## config.mk

```make
export PLATFORM = sky130hd
export DESIGN_NAME = ascs_top
export DESIGN_NICKNAME = d
export VERILOG_FILES = /design/src/rtl/ascs_pkg.sv /design/src/rtl/ascs_top.sv
export SDC_FILE = /design/constraint.sdc
export NUM_CORES = 1
export LEC_CHECK = 0
export BUFFER_PORTS_ARGS = -buffer_cell sky130_fd_sc_hd__buf_2
export CELL_PAD_IN_SITES_DETAIL_PLACEMENT = 0
export CELL_PAD_IN_SITES_GLOBAL_PLACEMENT = 1
export CORE_ASPECT_RATIO = 0.8
export CORE_MARGIN = 4
export CORE_UTILIZATION = 41
export CTS_BUF_LIST = sky130_fd_sc_hd__clkbuf_8
export CTS_CLUSTER_SIZE = 8
export DETAILED_ROUTE_END_ITERATION = 10
export GPL_TIMING_DRIVEN = 1
export PLACE_DENSITY = 0.86
export SYNTH_ARGS = -nofsm -noshare
export SYNTH_HDL_FRONTEND = slang
export SYNTH_SLANG_ARGS = --single-unit
```

## constraint.sdc

```tcl
create_clock -name sys_clk -period 5 [get_ports sys_clk]
set_input_delay 0.25 -clock sys_clk [delete_from_list [all_inputs] [get_ports sys_clk]]
set_output_delay 0.25 -clock sys_clk [all_outputs]
set_load 0.05 [all_outputs]
```

## src/rtl/ascs_pkg.sv

```systemverilog
// Package: register map, field positions, reset values and timing counts for the serial port
package ascs_pkg;
	// Register byte offsets on the AXI4-Lite bus
	localparam logic [7:0] ADDR_STATUS_TWO = 8'h00;
	localparam logic [7:0] ADDR_CONTROL_THREE = 8'h04;
	localparam logic [7:0] ADDR_SERIAL_DATA_PORT = 8'h08;
	localparam logic [7:0] ADDR_BAUD_DIV = 8'h0C;
	localparam logic [7:0] ADDR_CONTROL_MAIN = 8'h10;
	localparam logic [7:0] ADDR_STATUS_ONE = 8'h14;
	// status_two fields
	localparam int STS2_RAF_BIT = 0;
	localparam int STS2_LONG_BREAK_BIT = 2;
	// control_three fields
	localparam int C3_RX8_BIT = 7;
	localparam int C3_TX8_BIT = 6;
	localparam int C3_SINGLE_WIRE_OUTPUT_SEL_BIT = 5;
	localparam int C3_TX_POLARITY_FLIP_BIT = 4;
	localparam int C3_OVERRUN_IRQ_EN_BIT = 3;
	localparam int C3_NOISE_IRQ_EN_BIT = 2;
	localparam int C3_FRAMING_IRQ_EN_BIT = 1;
	localparam int C3_PARITY_IRQ_EN_BIT = 0;
	// control_main fields
	localparam int CM_NINE_BIT = 0;
	localparam int CM_TX_EN_BIT = 1;
	localparam int CM_RX_EN_BIT = 2;
	localparam int CM_SEND_BREAK_BIT = 3;
	localparam int CM_LOOP_BIT = 4;
	localparam int CM_RECEIVER_SOURCE_SEL_BIT = 5;
	// status_one fields
	localparam int S1_PF_BIT = 0;
	localparam int S1_FE_BIT = 1;
	localparam int S1_NF_BIT = 2;
	localparam int S1_OR_BIT = 3;
	localparam int S1_IDLE_BIT = 4;
	localparam int S1_RX_BUFFER_FULL_FLAG_BIT = 5;
	localparam int S1_TC_BIT = 6;
	localparam int S1_TDRE_BIT = 7;
	// Reset values
	localparam logic [7:0] STATUS_TWO_RESET = 8'h00;
	localparam logic [7:0] CONTROL_THREE_RESET = 8'h00;
	localparam logic [12:0] BAUD_DIV_RESET = 13'h0004;
	// Frame and break lengths in bit times, and the last tick count (15) of the 16 ticks in a bit
	localparam logic [3:0] FRAME_BITS_8 = 4'hA;
	localparam logic [3:0] FRAME_BITS_9 = 4'hB;
	localparam logic [3:0] BREAK_SHORT = 4'hA;
	localparam logic [3:0] BREAK_LONG = 4'hD;
	localparam logic [3:0] OVERSAMPLE = 4'hF;
	// AXI responses
	localparam logic [1:0] RESP_OKAY = 2'h0;
	localparam logic [1:0] RESP_SLVERR = 2'h2;
endpackage

```

## src/rtl/ascs_top.sv

```systemverilog
// Serial port: control_three/status_two/data registers, baud generator, tx and rx
//
// Added by the designer: the address map and the AXI4-Lite interface to the registers.
`timescale 1ns/1ps
module ascs_top
	import ascs_pkg::*;
(
	// Clock and reset
	input wire logic sys_clk,
	input wire logic reset,
	// AXI4-Lite write address and data
	input wire logic [7:0] s_axi_awaddr,
	input wire logic s_axi_awvalid,
	output logic s_axi_awready,
	input wire logic [31:0] s_axi_wdata,
	input wire logic [3:0] s_axi_wstrb,
	input wire logic s_axi_wvalid,
	output logic s_axi_wready,
	// AXI4-Lite write response
	output logic [1:0] s_axi_bresp,
	output logic s_axi_bvalid,
	input wire logic s_axi_bready,
	// AXI4-Lite read
	input wire logic [7:0] s_axi_araddr,
	input wire logic s_axi_arvalid,
	output logic s_axi_arready,
	output logic [31:0] s_axi_rdata,
	output logic [1:0] s_axi_rresp,
	output logic s_axi_rvalid,
	input wire logic s_axi_rready,
	// Serial pins
	input wire logic rxd_in,
	input wire logic txd_in,
	output logic txd_out,
	output logic txd_oe_n,
	// Interrupt
	output logic rx_error_irq
);
	import ascs_pkg::*;

	function automatic logic majority(input logic [2:0] s);
		majority = (s[0] & s[1]) | (s[0] & s[2]) | (s[1] & s[2]);
	endfunction

	// Registers
	logic long_break_select_reg;
	logic [5:0] c3_ctrl_reg;
	logic tx_ninth_bit_reg;
	logic rx_ninth_bit_reg;
	logic [12:0] baud_div_reg;
	logic [5:0] ctrl_main_reg;
	logic [7:0] rx_data_reg;
	logic [8:0] tx_buf_reg;
	logic tx_buf_full_reg;
	logic rx_buffer_full_flag_reg, or_reg, nf_reg, fe_reg, pf_reg, idle_reg, tc_reg;
	logic rx_active_flag_reg;
	logic s1_seen_reg, d_read_reg, c3_read_reg;
	logic aw_got_reg, w_got_reg;
	logic [7:0] aw_addr_reg;
	logic [31:0] w_data_reg;
	logic w_strb0_reg;

	wire nine_bit = ctrl_main_reg[CM_NINE_BIT];
	wire single_wire = ctrl_main_reg[CM_LOOP_BIT] & ctrl_main_reg[CM_RECEIVER_SOURCE_SEL_BIT];
	wire loop_int = ctrl_main_reg[CM_LOOP_BIT] & ~ctrl_main_reg[CM_RECEIVER_SOURCE_SEL_BIT];

	// AXI write channel
	wire wr_fire = aw_got_reg & w_got_reg & ~s_axi_bvalid;
	wire rd_fire = s_axi_arvalid & s_axi_arready;
	always_ff @(posedge sys_clk)
	begin
		if (reset)
		begin
			aw_got_reg <= 1'b0;
			w_got_reg <= 1'b0;
			s_axi_awready <= 1'b1;
			s_axi_wready <= 1'b1;
			s_axi_bvalid <= 1'b0;
			s_axi_bresp <= RESP_OKAY;
			aw_addr_reg <= 8'h00;
			w_data_reg <= 32'h00000000;
			w_strb0_reg <= 1'b0;
		end
		else
		begin
			if (s_axi_awvalid & s_axi_awready)
			begin
				aw_got_reg <= 1'b1;
				aw_addr_reg <= s_axi_awaddr;
				s_axi_awready <= 1'b0;
			end
			if (s_axi_wvalid & s_axi_wready)
			begin
				w_got_reg <= 1'b1;
				w_data_reg <= s_axi_wdata;
				w_strb0_reg <= s_axi_wstrb[0];
				s_axi_wready <= 1'b0;
			end
			if (wr_fire)
			begin
				s_axi_bvalid <= 1'b1;
				s_axi_bresp <= (aw_addr_reg[1:0] == 2'h0 && aw_addr_reg <= ADDR_STATUS_ONE)
					? RESP_OKAY : RESP_SLVERR;
				aw_got_reg <= 1'b0;
				w_got_reg <= 1'b0;
			end
			if (s_axi_bvalid & s_axi_bready)
			begin
				s_axi_bvalid <= 1'b0;
				s_axi_awready <= 1'b1;
				s_axi_wready <= 1'b1;
			end
		end
	end
	wire wr_en = wr_fire & w_strb0_reg;
	wire wr_data = wr_en && aw_addr_reg == ADDR_SERIAL_DATA_PORT;

	// AXI read channel
	always_ff @(posedge sys_clk)
	begin
		if (reset)
		begin
			s_axi_arready <= 1'b1;
			s_axi_rvalid <= 1'b0;
			s_axi_rdata <= 32'h00000000;
			s_axi_rresp <= RESP_OKAY;
		end
		else if (rd_fire)
		begin
			s_axi_arready <= 1'b0;
			s_axi_rvalid <= 1'b1;
			s_axi_rresp <= RESP_OKAY;
			unique case (s_axi_araddr)
				ADDR_STATUS_TWO: s_axi_rdata <= {29'h0, long_break_select_reg, 1'b0,
					rx_active_flag_reg};
				ADDR_CONTROL_THREE: s_axi_rdata <= {24'h0, rx_ninth_bit_reg, tx_ninth_bit_reg,
					c3_ctrl_reg};
				ADDR_SERIAL_DATA_PORT: s_axi_rdata <= {24'h0, rx_data_reg};
				ADDR_BAUD_DIV: s_axi_rdata <= {19'h0, baud_div_reg};
				ADDR_CONTROL_MAIN: s_axi_rdata <= {26'h0, ctrl_main_reg};
				ADDR_STATUS_ONE: s_axi_rdata <= {24'h0, ~tx_buf_full_reg, tc_reg, rx_buffer_full_flag_reg,
					idle_reg, or_reg, nf_reg, fe_reg, pf_reg};
				default:
				begin
					s_axi_rdata <= 32'h00000000;
					s_axi_rresp <= RESP_SLVERR;
				end
			endcase
		end
		else if (s_axi_rvalid & s_axi_rready)
		begin
			s_axi_rvalid <= 1'b0;
			s_axi_arready <= 1'b1;
		end
	end
	wire rd_s1 = rd_fire && s_axi_araddr == ADDR_STATUS_ONE;
	wire rd_data = rd_fire && s_axi_araddr == ADDR_SERIAL_DATA_PORT;
	wire rd_c3 = rd_fire && s_axi_araddr == ADDR_CONTROL_THREE;

	// Control registers; receiver-active bit is not writable
	always_ff @(posedge sys_clk)
	begin
		if (reset)
		begin
			long_break_select_reg <= STATUS_TWO_RESET[STS2_LONG_BREAK_BIT];
			c3_ctrl_reg <= CONTROL_THREE_RESET[5:0];
			tx_ninth_bit_reg <= CONTROL_THREE_RESET[C3_TX8_BIT];
			baud_div_reg <= BAUD_DIV_RESET;
			ctrl_main_reg <= 6'h00;
		end
		else if (wr_en)
		begin
			unique case (aw_addr_reg)
				ADDR_STATUS_TWO: long_break_select_reg <= w_data_reg[STS2_LONG_BREAK_BIT];
				ADDR_CONTROL_THREE:
				begin
					c3_ctrl_reg <= w_data_reg[5:0];
					tx_ninth_bit_reg <= w_data_reg[C3_TX8_BIT];
				end
				ADDR_BAUD_DIV: baud_div_reg <= w_data_reg[12:0];
				ADDR_CONTROL_MAIN: ctrl_main_reg <= w_data_reg[5:0];
				default: ;
			endcase
		end
	end

	// Baud generator: 16x tick from bus clock modulo divider
	logic [12:0] baud_cnt_reg;
	logic tick_reg;
	always_ff @(posedge sys_clk)
	begin
		if (reset)
		begin
			baud_cnt_reg <= 13'h0000;
			tick_reg <= 1'b0;
		end
		else if (baud_cnt_reg + 13'h0001 >= baud_div_reg)
		begin
			baud_cnt_reg <= 13'h0000;
			tick_reg <= baud_div_reg != 13'h0000;
		end
		else
		begin
			baud_cnt_reg <= baud_cnt_reg + 13'h0001;
			tick_reg <= 1'b0;
		end
	end

	// Transmitter
	logic [10:0] tx_shift_reg;
	logic [3:0] tx_bits_reg;
	logic [3:0] tx_rt_reg;
	logic tx_busy_reg, tx_line_reg;
	logic tx_brk_reg, tx_brk_pend_reg;
	wire [3:0] frame_len = nine_bit ? FRAME_BITS_9 : FRAME_BITS_8;
	wire [3:0] break_len = (long_break_select_reg ? BREAK_LONG : BREAK_SHORT)
		+ {3'h0, nine_bit};
	always_ff @(posedge sys_clk)
	begin
		if (reset)
		begin
			tx_buf_reg <= 9'h000;
			tx_buf_full_reg <= 1'b0;
			tx_busy_reg <= 1'b0;
			tx_shift_reg <= 11'h7FF;
			tx_bits_reg <= 4'h0;
			tx_rt_reg <= 4'h0;
			tx_line_reg <= 1'b1;
			tc_reg <= 1'b1;
			tx_brk_reg <= 1'b0;
			tx_brk_pend_reg <= 1'b0;
		end
		else
		begin
			if (wr_data)
			begin
				tx_buf_reg <= {tx_ninth_bit_reg, w_data_reg[7:0]};
				tx_buf_full_reg <= 1'b1;
				tc_reg <= 1'b0;
			end
			if (tick_reg)
			begin
				if (tx_busy_reg)
				begin
					tx_rt_reg <= tx_rt_reg + 4'h1;
					if (tx_rt_reg == OVERSAMPLE)
					begin
						tx_line_reg <= tx_shift_reg[0];
						tx_shift_reg <= {~tx_brk_reg, tx_shift_reg[10:1]};
						tx_bits_reg <= tx_bits_reg - 4'h1;
						if (tx_bits_reg == 4'h0)
						begin
							tx_busy_reg <= 1'b0;
							tx_line_reg <= 1'b1;
							tc_reg <= ~tx_buf_full_reg;
						end
					end
				end
				else if (ctrl_main_reg[CM_TX_EN_BIT] & tx_brk_pend_reg)
				begin
					tx_shift_reg <= 11'h000;
					tx_brk_reg <= 1'b1;
					tx_brk_pend_reg <= 1'b0;
					tx_bits_reg <= break_len;
					tx_busy_reg <= 1'b1;
					tx_rt_reg <= 4'h0;
				end
				else if (ctrl_main_reg[CM_TX_EN_BIT] & tx_buf_full_reg & ~wr_data)
				begin
					tx_shift_reg <= nine_bit ? {1'b1, tx_buf_reg, 1'b0}
						: {2'b11, tx_buf_reg[7:0], 1'b0};
					tx_bits_reg <= frame_len;
					tx_brk_reg <= 1'b0;
					tx_busy_reg <= 1'b1;
					tx_buf_full_reg <= 1'b0;
					tx_rt_reg <= 4'h0;
				end
			end
			// Break is queued while the send bit is set, even if the shifter is busy
			if (ctrl_main_reg[CM_SEND_BREAK_BIT])
				tx_brk_pend_reg <= 1'b1;
		end
	end
	// Pin drive and direction
	always_ff @(posedge sys_clk)
	begin
		if (reset)
		begin
			txd_out <= 1'b1;
			txd_oe_n <= 1'b0;
		end
		else
		begin
			txd_out <= tx_line_reg ^ c3_ctrl_reg[C3_TX_POLARITY_FLIP_BIT];
			txd_oe_n <= single_wire & ~c3_ctrl_reg[C3_SINGLE_WIRE_OUTPUT_SEL_BIT];
		end
	end

	// Receiver
	typedef enum {RX_IDLE, RX_START, RX_DATA} ascs_rx_state_t;
	ascs_rx_state_t rx_state_reg;
	logic [2:0] rx_hist_reg;
	logic [3:0] rx_rt_reg, rx_bit_reg, rx_idle_cnt_reg;
	logic [2:0] rx_smp_reg;
	logic [9:0] rx_shift_reg;
	logic rx_noise_reg, rx_prev_reg;
	wire rx_line = single_wire ? txd_in : (loop_int ? tx_line_reg : rxd_in);
	wire rx_fall = rx_prev_reg & ~rx_line;
	wire rx_bit_val = majority(rx_smp_reg);
	wire rx_done = rx_state_reg == RX_DATA && tick_reg && rx_rt_reg == 4'hA
		&& rx_bit_reg == frame_len - 4'h1;
	wire [9:0] rx_final = {majority({rx_smp_reg[1:0], rx_line}), rx_shift_reg[9:1]};
	always_ff @(posedge sys_clk)
	begin
		if (reset)
		begin
			rx_state_reg <= RX_IDLE;
			rx_hist_reg <= 3'h0;
			rx_rt_reg <= 4'h0;
			rx_bit_reg <= 4'h0;
			rx_smp_reg <= 3'h0;
			rx_shift_reg <= 10'h000;
			rx_noise_reg <= 1'b0;
			rx_prev_reg <= 1'b1;
			rx_active_flag_reg <= 1'b0;
			rx_idle_cnt_reg <= 4'h0;
		end
		else if (tick_reg & ctrl_main_reg[CM_RX_EN_BIT])
		begin
			rx_prev_reg <= rx_line;
			rx_rt_reg <= rx_rt_reg + 4'h1;
			rx_smp_reg <= {rx_smp_reg[1:0], rx_line};
			unique case (rx_state_reg)
				RX_IDLE:
				begin
					rx_hist_reg <= {rx_hist_reg[1:0], rx_line};
					if (rx_hist_reg == 3'h7 && !rx_line)
					begin
						rx_state_reg <= RX_START;
						rx_rt_reg <= 4'h2;
						rx_noise_reg <= 1'b0;
					end
					if (rx_line && rx_idle_cnt_reg != frame_len)
						rx_idle_cnt_reg <= rx_idle_cnt_reg + {3'h0, rx_rt_reg == OVERSAMPLE};
					if (rx_line && rx_idle_cnt_reg == frame_len)
						rx_active_flag_reg <= 1'b0;
				end
				RX_START:
					if (rx_rt_reg == 4'h7)
					begin
						if (!majority({rx_smp_reg[1], rx_smp_reg[0] & rx_line, rx_line}))
						begin
							rx_state_reg <= RX_DATA;
							rx_bit_reg <= 4'h0;
							rx_active_flag_reg <= 1'b1;
						end
						else
						begin
							rx_state_reg <= RX_IDLE;
							rx_hist_reg <= 3'h0;
						end
					end
				RX_DATA:
				begin
					if (rx_fall)
						rx_rt_reg <= 4'h2;
					if (rx_rt_reg == 4'hA)
					begin
						rx_shift_reg <= {majority({rx_smp_reg[1:0], rx_line}), rx_shift_reg[9:1]};
						if (rx_smp_reg[1:0] != {2{rx_line}})
							rx_noise_reg <= 1'b1;
						rx_bit_reg <= rx_bit_reg + 4'h1;
						if (rx_done)
						begin
							rx_state_reg <= RX_IDLE;
							rx_hist_reg <= 3'h0;
							rx_idle_cnt_reg <= 4'h0;
						end
					end
				end
			endcase
		end
	end

	// Receive buffer and flags
	wire s1_seen = s1_seen_reg | rd_s1;
	wire clr_seq = s1_seen & (d_read_reg | rd_data) & (~nine_bit | c3_read_reg | rd_c3);
	always_ff @(posedge sys_clk)
	begin
		if (reset)
		begin
			rx_data_reg <= 8'h00;
			rx_ninth_bit_reg <= 1'b0;
			{rx_buffer_full_flag_reg, or_reg, nf_reg, fe_reg, pf_reg, idle_reg} <= 6'h00;
			{s1_seen_reg, d_read_reg, c3_read_reg} <= 3'h0;
		end
		else
		begin
			if (rd_s1 && (rx_buffer_full_flag_reg | or_reg | fe_reg))
				s1_seen_reg <= 1'b1;
			if (rd_data & s1_seen)
				d_read_reg <= 1'b1;
			if (rd_c3 & s1_seen)
				c3_read_reg <= 1'b1;
			if (clr_seq & (rd_data | rd_c3))
			begin
				{rx_buffer_full_flag_reg, or_reg, nf_reg, fe_reg, pf_reg, idle_reg} <= 6'h00;
				{s1_seen_reg, d_read_reg, c3_read_reg} <= 3'h0;
			end
			if (rx_done & tick_reg & ctrl_main_reg[CM_RX_EN_BIT])
			begin
				if (rx_buffer_full_flag_reg || fe_reg)
					or_reg <= 1'b1;
				else
				begin
					rx_data_reg <= nine_bit ? rx_final[7:0] : rx_final[8:1];
					rx_ninth_bit_reg <= nine_bit ? rx_final[8] : 1'b0;
					rx_buffer_full_flag_reg <= 1'b1;
					nf_reg <= rx_noise_reg;
					fe_reg <= ~rx_final[9];
				end
			end
		end
	end

	// Combined error interrupt
	always_ff @(posedge sys_clk)
	begin
		if (reset)
			rx_error_irq <= 1'b0;
		else
			rx_error_irq <= (or_reg & c3_ctrl_reg[C3_OVERRUN_IRQ_EN_BIT])
				| (nf_reg & c3_ctrl_reg[C3_NOISE_IRQ_EN_BIT])
				| (fe_reg & c3_ctrl_reg[C3_FRAMING_IRQ_EN_BIT])
				| (pf_reg & c3_ctrl_reg[C3_PARITY_IRQ_EN_BIT]);
	end
endmodule
```

* Word-level counts from Yosys, hierarchy flattened
Index checks and enable logic that the tools add are counted.
Cells by class: add/sub/neg operators 8, magnitude comparators 2, equal/unequal tests 32, multiplexer cells 89, bitwise logic cells 57, reductions and logical operators 51
Operators with widths (number):
- $mux W32 | 4
- $pmux W32 S3 | 1
- $pmux W13 S6 | 1
- $mux W4 | 15
- $mux W1 | 48
- $mux W11 | 4
- $eq A32 B1 Y1 const B | 1
- $eq A32 B2 Y1 const B | 1
- $eq A32 B3 Y1 const B | 1
- $eq A8 B4 Y1 const B | 4
- $logic_not A32 Y1 | 1
- $and A1 B1 Y1 | 31
- $reduce_and A5 Y1 | 6
- $eq A8 B5 Y1 const B | 3
- $pmux W4 S2 | 3
- $ne A2 B2 Y1 const B | 10
- $eq A8 B3 Y1 const B | 2
- $logic_not A8 Y1 | 2
- $mux W3 | 5
- $reduce_and A3 Y1 | 5
- $reduce_bool A2 Y1 | 7
- $add A13 B1 Y13 const B | 1
- $ge A13 B13 Y1 | 1
- $or A1 B1 Y1 | 13
- 28 further kinds | 69
Storage, ports and cells: bits in registers 221, bits of input ports 61, output and inout bits 44, logic and storage cells 291

* Longest topological paths before layout
word-level depth 11, mapped depth 11, gate-level depth less buffers 10

* Worst setup path before layout
Ideal clock, no wire load.
path kind flip-flop to flip-flop, start point register baud_cnt_reg[2], end point register baud_cnt_reg[10], arrival 2.463 ns, required time 4.934 ns, slack 2.471 ns, cell stages (with the launch flop) 12, path buffers 1, period minus slack after synthesis 2.529 ns, path through dfxtp_1 and4_1 and3_1 nand3_1 xnor2_1 ha_1 and4_1 o211a_1 a221oi_1 nand4_1 clkbuf_1 nor2b_1
On the way: word-level cells in the longest chain between the ends 3
RTL lines:
- start, declared | RTL line ascs_top.sv:188 | logic [12:0] baud_cnt_reg;
- start signal, assigned | RTL line ascs_top.sv:204 | baud_cnt_reg <= baud_cnt_reg + 13'h0001;
- $add A13 B1 Y13 (*) | RTL line ascs_top.sv:197, ascs_top.sv:204
- $ge A13 B13 Y1 | RTL line ascs_top.sv:197 | else if (baud_cnt_reg + 13'h0001 >= baud_div_reg)
- $reduce_or A2 Y1 (no source line)
Every way passes the cells marked *; elsewhere a longest branch is shown, timed or not. A chain may end at the register's enable or synchronous reset.

* Worst setup path after layout
start point register baud_cnt_reg[2], end point register baud_cnt_reg[11]
The elaborated chain is that of the path after synthesis.

==> reports/summary.txt <==
Hold Path Stages: 3
FF-to-FF Start: baud_cnt_reg[2]
Layout cell share with drive strength beyond 1: 0.115
Hold_buf cts: 3
Util after Layout: 0.461
Register area share after synthesis: 0.425
DR WL/cell: 14.9 µm
CP required: 5.38 ns
Grt total ovfl: 0
Hold EP: w_data_reg[9]
DR iter-0 viols: 479
CTS tree: yes
Crit path kind: reg -> reg
Crit path max-delay family: simple AND/OR/NAND/NOR gates
CP Data Arrival Time: 3.61 ns
Fin crit share: 0.645
Worst setup EP type: flop
Most used cell, CP: and4_1
Crit path largest cell delay: 0.55 ns
Fmax: 0.310 GHz
Worst Path Buf+Inv: 0
Routed Wire Length: 18300 µm
DRC: 0
CTS Buffer Depth: 2
Worst Tran Pin Value: 1.06 ns
Dpl hpwl: 12900 µm
Leakage power: 0.00337 µW
DR vias: 6564
M3 GR Usage: 0.0389
Row cnt: 45
Max Slew Vio Count: 0
Seq cells post-synth: 169
Fillers: 1872
Post-synth EDFFs: 0
Remaining antenna violation count: 0
Synth Instances: 936
Post-CTS Resized: 0
FF-to-FF path depth: 10
Crit path time final: 3.23 ns
Most Used Layer, Global Route: met1
Antenna violations before repair: 0
Final Hold Vio Count: 0
Max-cap violations: 0
Die height: 133 µm
Nets: 1054
Status: complete, no violations
Master of the slowest instance on the critical path: nand4_1
TNS Setup: 0 ns
CP startpoint kind: flop
CTS Buf Count: 17
Maximum fanout along the worst path: 13
DR vias/cell: 5.31
Area Overhead vs Synth: 10.3%
Hold Crit Class: in -> reg
Die X-Extent: 164 µm
Die Footprint: 21700 µm²
R2r setup slk: 1.77 ns
Largest net degree at the start of global routing: 87
Max-Slew Margin vs Limit: 0.287
Antenna Cells: 0
Worst-Skew Late Latency: 0.46 ns
Post-Syn Area: 7960 µm²
YS warnings: 0
Netlist cell types: 68
Post-synth top flop: dfxtp_1
GR Util met1: 0.261
Htree depth: 4
Power density over the cells: 313 nW/µm²
RD Place Congestion: 0.834
Global-route wire length before repair: 30400 µm
Max VDD drop: 0.000151 V
Vias in the first global route: 6055
Starting density of the core: 0.418
Final setup viols: 0
Met2 usage: 0.243
Average size of a mapped cell: 8.50 µm²
Ordered list of cells on the worst path: and4_1 -> and3_1 -> nand3_1 -> xnor2_1 -> ha_1 -> and4_1 -> o211a_1 -> a221oi_1 -> nand4_1 -> nor2b_1
Worst Skew: 0.00894 ns
Core area: 19000 µm²
RSZ-0062 raised after global routing: false
GRT Overall Usage: 0.172
Port Buffers: 61
Clock root cell: clkbuf_8
TritonRoute pass-1 iters: 5
Post-synth ARST share: 0
Leading cell type in the layout, fill and taps excluded: dfxtp_1
Worst reg2reg path endpoint: baud_cnt_reg[11]
Commonest non-fill, non-tap cells in the layout: dfxtp_1, nand2_1, nor2_1
Setup bufs post-CTS: 0
Clk sinks: 169
Num ports: 105
HP Start: s_axi_wdata[9]
Clock transition at path regs: 0.09 ns
[worst register-to-register path, stage by stage, from the launching register on]
cell and delay [ns]:
dfxtp_1 0.41, and4_1 0.29, and3_1 0.23, nand3_1 0.11, xnor2_1 0.22, ha_1 0.28
and4_1 0.23, o211a_1 0.14, a221oi_1 0.40, nand4_1 0.55, nor2b_1 0.30
[metrics by stage]
step                std cells  hold WS (ns)  setup slack (ns)  power [µW]  area [µm²]
finish                   1235        0.0314              1.77        2750        8780
global route             1235        0.0143              1.51        2860        8780
CTS                      1235      0.000976              1.79        2770        8780
detailed placement       1200         0.440              1.85        1660        8290
global placement         1200         0.440              1.93        1650        8290
floorplan                 956         0.350              2.47        1610        8030
[cells by family after synthesis]
group | after synthesis | share of synthesized area
fa+ha+maj | 29 | 0.0456
compound gates | 202 | 0.164
mux | 52 | 0.0678
buf+inv | 107 | 0.0635
flops | 169 | 0.425
xor+xnor | 16 | 0.0176
simple gates | 360 | 0.216
other cells | 1 | 0.000471
[per-layer routing]
metal,up-vias,part of all wire
met2,155,0.41
met4,0,0.012
met3,22,0.050
met1,3076,0.53
met5,-,0
li1,3311,-
[power by group]
part | switching, µW | internal [µW]
Sequential | 30.6 | 1370
Clock | 512 | 612
Combinational | 159 | 64.5
Total | 702 | 2050
[area by class of cell]
type	instances	area, µm²	share of cell area
flip-flops and latches	169	3380	0.385
clock inverters	10	163	0.0185
repair buffers	66	353	0.0402
inverters	30	113	0.0128
clock buffers	22	303	0.0345
well taps	258	323	0.0368
multi-input cells	680	4140	0.472
[cells in the mapped netlist, drive strengths merged (4+ instances only)]
cell	instances	area (µm²)
a211o	4	35.0
a211oi	17	128
a21oi	86	442
a221oi	17	149
a22oi	11	82.6
a31oi	4	25.0
and2	9	56.3
and3	5	31.3
buf	33	228
clkbuf	44	165
dfxtp	169	3380
ha	29	363
inv	29	109
mux2	5	56.3
mux2i	46	460
nand2	130	488
nand2b	10	62.6
nand3	27	135
nand3b	12	90.1
nand4	10	62.6
nor2	89	334
nor2b	20	125
nor3	16	80.1
nor4	9	68.8
o21ai	29	145
or3	5	31.3
xnor2	10	87.6
xor2	6	52.6
[worst max-delay path by stage]
stage,from,slack [ns],end,depth (start not counted)
finish,baud_cnt_reg[2],1.77,baud_cnt_reg[11],10
global route,baud_cnt_reg[2],1.51,baud_cnt_reg[11],10
CTS,baud_cnt_reg[2],1.79,baud_cnt_reg[11],10
detailed placement,baud_cnt_reg[2],1.85,baud_cnt_reg[11],10
global placement,aw_addr_reg[0],1.93,tx_shift_reg[0],5
floorplan,baud_cnt_reg[2],2.47,baud_cnt_reg[10],11
(Power assumes the default switching activity.)
